[src/flow_pkg.sv]
// Shared constants for the streaming computation block and its user end
package flow_pkg;
  localparam int SINGLE_WIDTH = 32;
  localparam int DOUBLE_WIDTH = 64;
  localparam int IN_PORTS = 2;
  localparam int OUT_PORTS = 1;
  localparam int QUEUE_DEPTH = 2;
  localparam int OUT_FIFO_DEPTH = 4;
  localparam int FILL_VALUE = 0;
endpackage

[src/flow_if.sv]
// Interface joining the user logic and the computation block
`timescale 1ns/1ps
interface flow_if #(
  parameter int WIDTH = flow_pkg::SINGLE_WIDTH,
  parameter int N_IN = flow_pkg::IN_PORTS,
  parameter int N_OUT = flow_pkg::OUT_PORTS
);
  logic [N_IN-1:0][WIDTH-1:0] in_data;
  logic [N_IN-1:0] in_valid;
  logic [N_IN-1:0] in_ready;
  logic [N_OUT-1:0][WIDTH-1:0] res_data;
  logic [N_OUT-1:0] res_valid;
  logic [N_OUT-1:0] res_ready;
  modport block (
    input in_data,
    input in_valid,
    output in_ready,
    output res_data,
    output res_valid,
    input res_ready
  );
  modport user (
    output in_data,
    output in_valid,
    input in_ready,
    input res_data,
    input res_valid,
    output res_ready
  );
endinterface

[src/calc_block.sv]
// Streaming computation block: wrapped adder with handshaked ports
// Overview of operation
// RQ1 - Each port has data, valid, ready
// RQ2 - Data width 32 or 64 at build
// RQ3 - User asserts valid only with valid data
// RQ4 - Block asserts ready when input can accept
// RQ5 - Block asserts result valid only when valid
// RQ6 - User asserts result ready when accepting
// RQ7 - Same index means same port everywhere
// RQ8 - Option: input ready only when all ready
// RQ9 - Output back-pressure propagates to inputs
// RQ10 - Back-pressure delay follows wrapper structure
// RQ11 - Operators joined through handshake wrappers
// RQ12 - Shared input combines consumer valid/ready
// RQ13 - Internal queues may delay timing
// RQ14 - Transfer only when valid and ready high
// RQ15 - Wrapper registers ready, holds result
// RQ16 - Wrapper input queues default depth two
`timescale 1ns/1ps
module calc_block
  import flow_pkg::*;
#(
  parameter int WIDTH = SINGLE_WIDTH,
  parameter int N_IN = IN_PORTS,
  parameter int QDEPTH = QUEUE_DEPTH,
  parameter int ODEPTH = OUT_FIFO_DEPTH,
  parameter bit ALL_READY = 1'b0
) (
  input wire logic clk_in,
  input wire logic reset_in,
  flow_if.block link
);
  // Operator: sum of all inputs, with first input also doubled by reuse:
  // input 0 feeds both the adder and a second (pass) consumer.
  logic [N_IN-1:0][WIDTH-1:0] q_data;
  logic [N_IN-1:0] q_valid;
  logic [N_IN-1:0] q_ready;
  logic [N_IN-1:0] q_wr_ready;
  logic [N_IN-1:0] port_valid;

  // RQ8 all-ready option
  wire all_ready = &q_wr_ready;
  // RQ4 RQ7 ready per index
  assign link.in_ready = ALL_READY ? {N_IN{all_ready}} : q_wr_ready;
  assign port_valid = ALL_READY ? (link.in_valid & {N_IN{all_ready}}) :
                      link.in_valid;

  // RQ16 depth-two input queues
  genvar i;
  generate
    for (i = 0; i < N_IN; i++) begin : g_inq
      stream_fifo #(.WIDTH(WIDTH), .DEPTH(QDEPTH)) u_q (
        .clk_in(clk_in),
        .reset_in(reset_in),
        .wr_data_in(link.in_data[i]),
        .wr_valid_in(port_valid[i]),
        .wr_ready_out(q_wr_ready[i]),
        .rd_data_out(q_data[i]),
        .rd_valid_out(q_valid[i]),
        .rd_ready_in(q_ready[i])
      );
    end
  endgenerate

  // Stage one wrapper: adder, its registered ready and hold register
  logic ready_sync_reg;
  logic [WIDTH-1:0] hold_data_reg;
  logic hold_valid_reg;
  logic [WIDTH-1:0] op_data_reg;
  logic op_valid_reg;
  logic [WIDTH-1:0] sum_comb;
  logic [WIDTH-1:0] w1_data;
  logic w1_valid;
  logic w2_ready;
  // Second consumer of input 0: delay wrapper stage
  logic [WIDTH-1:0] pass_reg;
  logic pass_valid_reg;

  always_comb begin
    sum_comb = '0;
    for (int k = 0; k < N_IN; k++) begin
      sum_comb = sum_comb + q_data[k];
    end
  end

  // RQ12 shared input joins consumers
  wire consumers_ready = ready_sync_reg && (!pass_valid_reg || w2_ready);
  // RQ11 wrapper gating of operator inputs
  wire op_fire = (&q_valid) && consumers_ready && !hold_valid_reg;
  // RQ14 pop only on handshake
  assign q_ready = {N_IN{op_fire}};

  // RQ15 mux between live result and held copy
  assign w1_data = hold_valid_reg ? hold_data_reg : op_data_reg;
  assign w1_valid = hold_valid_reg || op_valid_reg;

  always_ff @(posedge clk_in) begin
    if (reset_in) begin
      op_valid_reg <= 1'b0;
      op_data_reg <= WIDTH'(FILL_VALUE);
      pass_valid_reg <= 1'b0;
      pass_reg <= WIDTH'(FILL_VALUE);
    end else begin
      op_valid_reg <= op_fire;
      if (op_fire) begin
        op_data_reg <= sum_comb;
        pass_reg <= q_data[0];
      end
      if (op_fire) begin
        pass_valid_reg <= 1'b1;
      end else if (w2_ready) begin
        pass_valid_reg <= 1'b0;
      end
    end
  end

  // RQ15 registered ready and result hold
  always_ff @(posedge clk_in) begin
    if (reset_in) begin
      ready_sync_reg <= 1'b0;
      hold_valid_reg <= 1'b0;
      hold_data_reg <= WIDTH'(FILL_VALUE);
    end else begin
      ready_sync_reg <= w2_ready;
      if (op_valid_reg && !w2_ready && !hold_valid_reg) begin
        hold_valid_reg <= 1'b1;
        hold_data_reg <= op_data_reg;
      end else if (w2_ready) begin
        hold_valid_reg <= 1'b0;
      end
    end
  end

  // Final combine: sum plus reused input 0, into output FIFO
  wire [WIDTH-1:0] final_data = w1_data + pass_reg;
  wire final_valid = w1_valid && pass_valid_reg;
  logic fifo_wr_ready;
  // RQ9 RQ10 RQ13 back-pressure through queue
  assign w2_ready = fifo_wr_ready;

  // RQ5 RQ14 output queue
  stream_fifo #(.WIDTH(WIDTH), .DEPTH(ODEPTH)) u_outq (
    .clk_in(clk_in),
    .reset_in(reset_in),
    .wr_data_in(final_data),
    .wr_valid_in(final_valid),
    .wr_ready_out(fifo_wr_ready),
    .rd_data_out(link.res_data[0]),
    .rd_valid_out(link.res_valid[0]),
    .rd_ready_in(link.res_ready[0])
  );
endmodule // calc_block

[src/stream_fifo.sv]
// Parameterised valid/ready FIFO
`timescale 1ns/1ps
module stream_fifo
  import flow_pkg::*;
#(
  parameter int WIDTH = SINGLE_WIDTH,
  parameter int DEPTH = OUT_FIFO_DEPTH
) (
  input wire logic clk_in,
  input wire logic reset_in,
  input wire logic [WIDTH-1:0] wr_data_in,
  input wire logic wr_valid_in,
  output logic wr_ready_out,
  output logic [WIDTH-1:0] rd_data_out,
  output logic rd_valid_out,
  input wire logic rd_ready_in
);
  localparam int AW = (DEPTH > 1) ? $clog2(DEPTH) : 1;
  logic [WIDTH-1:0] mem_reg [DEPTH];
  logic [AW-1:0] wr_ptr_reg;
  logic [AW-1:0] rd_ptr_reg;
  logic [AW:0] count_reg;
  wire push = wr_valid_in && wr_ready_out;
  wire pop = rd_valid_out && rd_ready_in;
  wire [AW-1:0] wr_ptr_inc = (wr_ptr_reg == AW'(DEPTH - 1)) ? '0 :
                             wr_ptr_reg + 1'b1;
  wire [AW-1:0] rd_ptr_inc = (rd_ptr_reg == AW'(DEPTH - 1)) ? '0 :
                             rd_ptr_reg + 1'b1;
  assign wr_ready_out = (count_reg != (AW+1)'(DEPTH));
  assign rd_valid_out = (count_reg != '0);
  assign rd_data_out = mem_reg[rd_ptr_reg];
  always_ff @(posedge clk_in) begin
    if (push) begin
      mem_reg[wr_ptr_reg] <= wr_data_in;
    end
  end
  always_ff @(posedge clk_in) begin
    if (reset_in) begin
      wr_ptr_reg <= '0;
      rd_ptr_reg <= '0;
      count_reg <= '0;
    end else begin
      if (push) wr_ptr_reg <= wr_ptr_inc;
      if (pop) rd_ptr_reg <= rd_ptr_inc;
      count_reg <= count_reg + (AW+1)'(push) - (AW+1)'(pop);
    end
  end
endmodule // stream_fifo

[src/flat_wrapper.sv]
// flat-port wrapper written by rule: the top's interface ports become plain ports
module calc_block_flat import flow_pkg::*;
#(
  parameter int WIDTH = SINGLE_WIDTH,
  parameter int N_IN = IN_PORTS,
  parameter int QDEPTH = QUEUE_DEPTH,
  parameter int ODEPTH = OUT_FIFO_DEPTH,
  parameter bit ALL_READY = 1'b0
)
  (clk_in, reset_in, link_in_data, link_in_valid, link_in_ready, link_res_data, link_res_valid, link_res_ready);
  flow_if #(.WIDTH(WIDTH), .N_IN(N_IN)) link_i ();
  input wire logic clk_in;
  input wire logic reset_in;
  input wire logic [$bits(link_i.in_data)-1:0] link_in_data;
  input wire logic [$bits(link_i.in_valid)-1:0] link_in_valid;
  output wire logic [$bits(link_i.in_ready)-1:0] link_in_ready;
  output wire logic [$bits(link_i.res_data)-1:0] link_res_data;
  output wire logic [$bits(link_i.res_valid)-1:0] link_res_valid;
  input wire logic [$bits(link_i.res_ready)-1:0] link_res_ready;
  assign link_i.in_data = link_in_data;
  assign link_i.in_valid = link_in_valid;
  assign link_in_ready = link_i.in_ready;
  assign link_res_data = link_i.res_data;
  assign link_res_valid = link_i.res_valid;
  assign link_i.res_ready = link_res_ready;
  calc_block #(.WIDTH(WIDTH), .N_IN(N_IN), .QDEPTH(QDEPTH), .ODEPTH(ODEPTH), .ALL_READY(ALL_READY)) u_core (.clk_in(clk_in), .reset_in(reset_in), .link(link_i));
endmodule
[config.mk]
export PLATFORM = sky130hd
export DESIGN_NAME = calc_block_flat
export DESIGN_NICKNAME = d
export VERILOG_FILES = /design/src/flow_pkg.sv /design/src/flow_if.sv /design/src/calc_block.sv /design/src/stream_fifo.sv /design/src/flat_wrapper.sv
export SDC_FILE = /design/constraint.sdc
export NUM_CORES = 1
export LEC_CHECK = 0
export BUFFER_PORTS_ARGS = -buffer_cell sky130_fd_sc_hd__buf_2
export CAP_MARGIN = 20
export CORE_ASPECT_RATIO = 2
export CORE_MARGIN = 2
export CORE_UTILIZATION = 40
export CTS_CLUSTER_SIZE = 30
export DETAILED_ROUTE_END_ITERATION = 6
export PLACE_DENSITY_LB_ADDON = 0.15
export SKIP_LAST_GASP = 1
export SYNTH_ARGS = -nofsm -noshare
export SYNTH_HDL_FRONTEND = slang
export SYNTH_SLANG_ARGS = --single-unit
[constraint.sdc]
create_clock -name clk_in -period 10 [get_ports clk_in]
set_clock_uncertainty 0.05 [all_clocks]
set_input_delay 0 -clock clk_in [delete_from_list [all_inputs] [get_ports clk_in]]
set_output_delay 0 -clock clk_in [all_outputs]
set_load 0.02 [all_outputs]
==> impl_metrics.tcl <==
set metrics [dict create \
    synth_edf_count 256 \
    synth_compound_area_frac 0.1038 \
    synth.top_cells.by_count "256 x sky130_fd_sc_hd__edfxtp_1, 206 x sky130_fd_sc_hd__nand2_1, 148 x sky130_fd_sc_hd__a21oi_1" \
    global_route_wire_length_before_repair_mm 62.21 \
    final-max-slew-violation-count 0 \
    root_buffer "sky130_fd_sc_hd__clkbuf_16" \
    dominant_combinational_cell_family_by_area_after_synthesis "multiplexers" \
    skew_pair_late_insertion_delay_ns 0.52 \
    leakagePower_nw 7.401 \
    min_delay_path_depth 2 \
    timing.setup.critical_path_class "reg2reg" \
    antenna_cells_inserted 0 \
    post-route-cell-area_mm2 0.01999 \
    synthMuxAreaShare 0.1059 \
    fin_nets 1681 \
    remaining_drc_errors 0 \
    critical_path.top_delay_family "compound AO/OA/AOI/OAI gates" \
    drt_first_iter_violations 551 \
    post_synth_xor_area_fraction 0.03133 \
    finalWeightedCongestion 0.8421 \
    setup_viol_count_final 0 \
    dp_cells 1974 \
    kind_of_start_point_of_the_critical_path "flop" \
    cell_count_after_synthesis 1373 \
    place.detailed.hpwl_mm 28.66 \
    tritoncts "yes" \
    postSynthAreaPerCell_um2 12.42 \
    dieHeight_um 296.0 \
    yosys-top-cells-area "sky130_fd_sc_hd__edfxtp_1 45%, sky130_fd_sc_hd__dfxtp_1 14%, sky130_fd_sc_hd__mux2_2 6.0%" \
    chipWidth_um 150.0 \
    finish.cell_count_without_fillers 2107 \
    critical-path-top-cell-by-count "sky130_fd_sc_hd__o211ai_1" \
    grtUsageTotal 0.1848 \
    synth_seq_area_share 0.5906 \
    post_synth_fa_ha_maj_area_fraction 0.05709 \
    final_antenna_net_count 0 \
    synthArstFlopShare 0 \
    synthSimpleGateAreaFrac 0.09092 \
    min_period_over_period 0.3869 \
    r2r.worst_path.cells 11 \
    drive_above_1_share 0.2004 \
    post-cts-setup-buffer-count 0 \
    period_minus_slack_ns 3.869 \
    synthDominantCellAreaShare 0.4509 \
    path_max_fanout 36 \
    outcome "complete, no violations" \
    detailroute.via_count 11120 \
    arr_time_crit_path_ns 4.14 \
    synth_most_common_cell "sky130_fd_sc_hd__edfxtp_1" \
    coreArea_mm2 0.04231 \
    netlist.top_cell.by_area "sky130_fd_sc_hd__edfxtp_1" \
    end_kind "flop" \
    max_clk_rate_mhz 258.5 \
    via_count_of_the_first_global_routing_pass 11470 \
    drt_first_pass_iters 4 \
    post_synthesis_cell_area_mm2 0.01705 \
    power_density_mw_per_mm2 243.4 \
    ys_ff_latch 375 \
    boundaryPins 104 \
    grt_setup_unrepaired "no" \
    h-tree-depth 2 \
    cts_buffers 36 \
    synthToLayoutAreaGrowth_pct 17.27 \
    critPathBufInv 1 \
    total_power_mw 4.867 \
    initial_utilization 0.4030 \
    critical_path_cell_count 11 \
    relSlewSlack 0.3549 \
    wl_per_cell_um 19.14 \
    maxCapViolations 0 \
    floorplan_die_area_mm2 0.04439 \
    crit_slowest_cell "sky130_fd_sc_hd__o211ai_1" \
    clockBufferDepth 3 \
    finalHoldViolations 0 \
    fillerInstances 3891 \
    dpl_cell_area_mm2 0.01814 \
    peak_ir_drop_on_the_vdd_network_mv 0.1559 \
    worst_path_largest_cell_delay_ns 0.52 \
    drt-vias-per-instance 5.278 \
    port-buffer-count 103 \
    tightest_slew_ns 0.9677 \
    rows 107 \
    worstPathCellList "buf_4 > mux2_2 > ha_1 > o211a_1 > a211oi_1 > o31ai_1 > a21oi_2 > o22ai_2 > o211ai_1 > nand4_1 > o211ai_1" \
    grt_start_max_net_pins 93 \
    drt_wl_total_mm 40.33 \
    most_used_flip_flop_cell_after_synthesis "sky130_fd_sc_hd__edfxtp_1" \
    path_clk_slew_ns 0.06 \
    cp_data_required_time_ns 10.27 \
    setup_tns_ns 0 \
    synth_warnings 0 \
    timing.hold.worst.class "in2reg" \
    grt_overflow_total 0 \
    yosys.cell_types.count 65 \
    grt_antenna_before_repair 0 \
    cts_num_sinks 375 \
    net_count_after_synthesis 1518 \
]
-- cell type report --
type	count	area, µm²	area share
Multi-Input combinational cell	909	6650	0.3326
Inverter	25	93.84	0.004693
Clock inverter	21	172.7	0.008636
Tap cell	545	681.9	0.03411
Sequential cell	375	10070	0.5037
Clock buffer	43	978.4	0.04894
Timing Repair Buffer	189	1346	0.06733
-- final timing paths --
path                                   startpoint                                      endpoint  slack [ns]
max            u_core.hold_valid_reg$_SDFFE_PP0P_        u_core.u_outq.mem_reg[1][31]$_DFFE_PP_        6.13
min                              link_in_data[61]  u_core.g_inq[1].u_q.mem_reg[1][29]$_DFFE_PP_        0.15
max reg2reg    u_core.hold_valid_reg$_SDFFE_PP0P_        u_core.u_outq.mem_reg[1][31]$_DFFE_PP_        6.13
min reg2reg  u_core.hold_data_reg[4]$_SDFFE_PP0P_          u_core.hold_data_reg[4]$_SDFFE_PP0P_        0.40
-- placed cells by master, fill, tap and decap left out, types with 18 or more instances in the layout --
cell	synthesis	layout
sky130_fd_sc_hd__xor2_1	32	32
sky130_fd_sc_hd__clkbuf_16	0	37
sky130_fd_sc_hd__inv_1	25	26
sky130_fd_sc_hd__a21oi_1	148	148
sky130_fd_sc_hd__nor2_1	61	59
sky130_fd_sc_hd__edfxtp_1	256	256
sky130_fd_sc_hd__mux4_2	32	32
sky130_fd_sc_hd__xnor2_1	29	29
sky130_fd_sc_hd__buf_2	5	102
sky130_fd_sc_hd__a21o_1	26	26
sky130_fd_sc_hd__nand2_1	206	206
sky130_fd_sc_hd__o21ai_0	32	32
sky130_fd_sc_hd__buf_4	2	18
sky130_fd_sc_hd__ha_1	73	73
sky130_fd_sc_hd__dlygate4sd3_1	0	68
sky130_fd_sc_hd__mux2_2	91	91
sky130_fd_sc_hd__dfxtp_1	119	118
-- kinds of logic (layout without fill, tap and decap cells) --
family / count (synthesis) / after routing
flops: 375 / 375
compound gates: 290 / 290
buf+inv: 89 / 278
simple gates: 353 / 353
xor+xnor: 61 / 61
fa+ha+maj: 76 / 76
mux: 129 / 129
-- power by group --
part           leakage [nW]  internal (mW)  switching [mW]
Clock                 0.568          0.773           0.559
Combinational          3.49          0.621           0.950
Sequential             3.34           1.89          0.0767
Total                  7.40           3.28            1.59
-- metrics by stage --
step	setup slack, ns	hold slack, ns	utilization
floorplan	6.369	0.04887	-
global placement	6.265	0.1381	0.4288
detailed placement	6.171	0.1423	0.4288
CTS	6.157	0.1246	0.4721
global route	5.836	0.1364	0.4726
finish	6.131	0.1476	0.4726
-- per-layer routing --
metal	GRT usage	wire (µm)
met5	0	0
met4	0.06604	1341
met3	0.02215	1182
met2	0.3738	23450
met1	0.1887	14350
-- timing repair --
action                    4_1_cts  5_1_grt
hold buffers                   68        0
gates resized for setup         0        0
hold endpoints to repair      159        0
No activity file was read; power rests on OpenSTA's default activity.
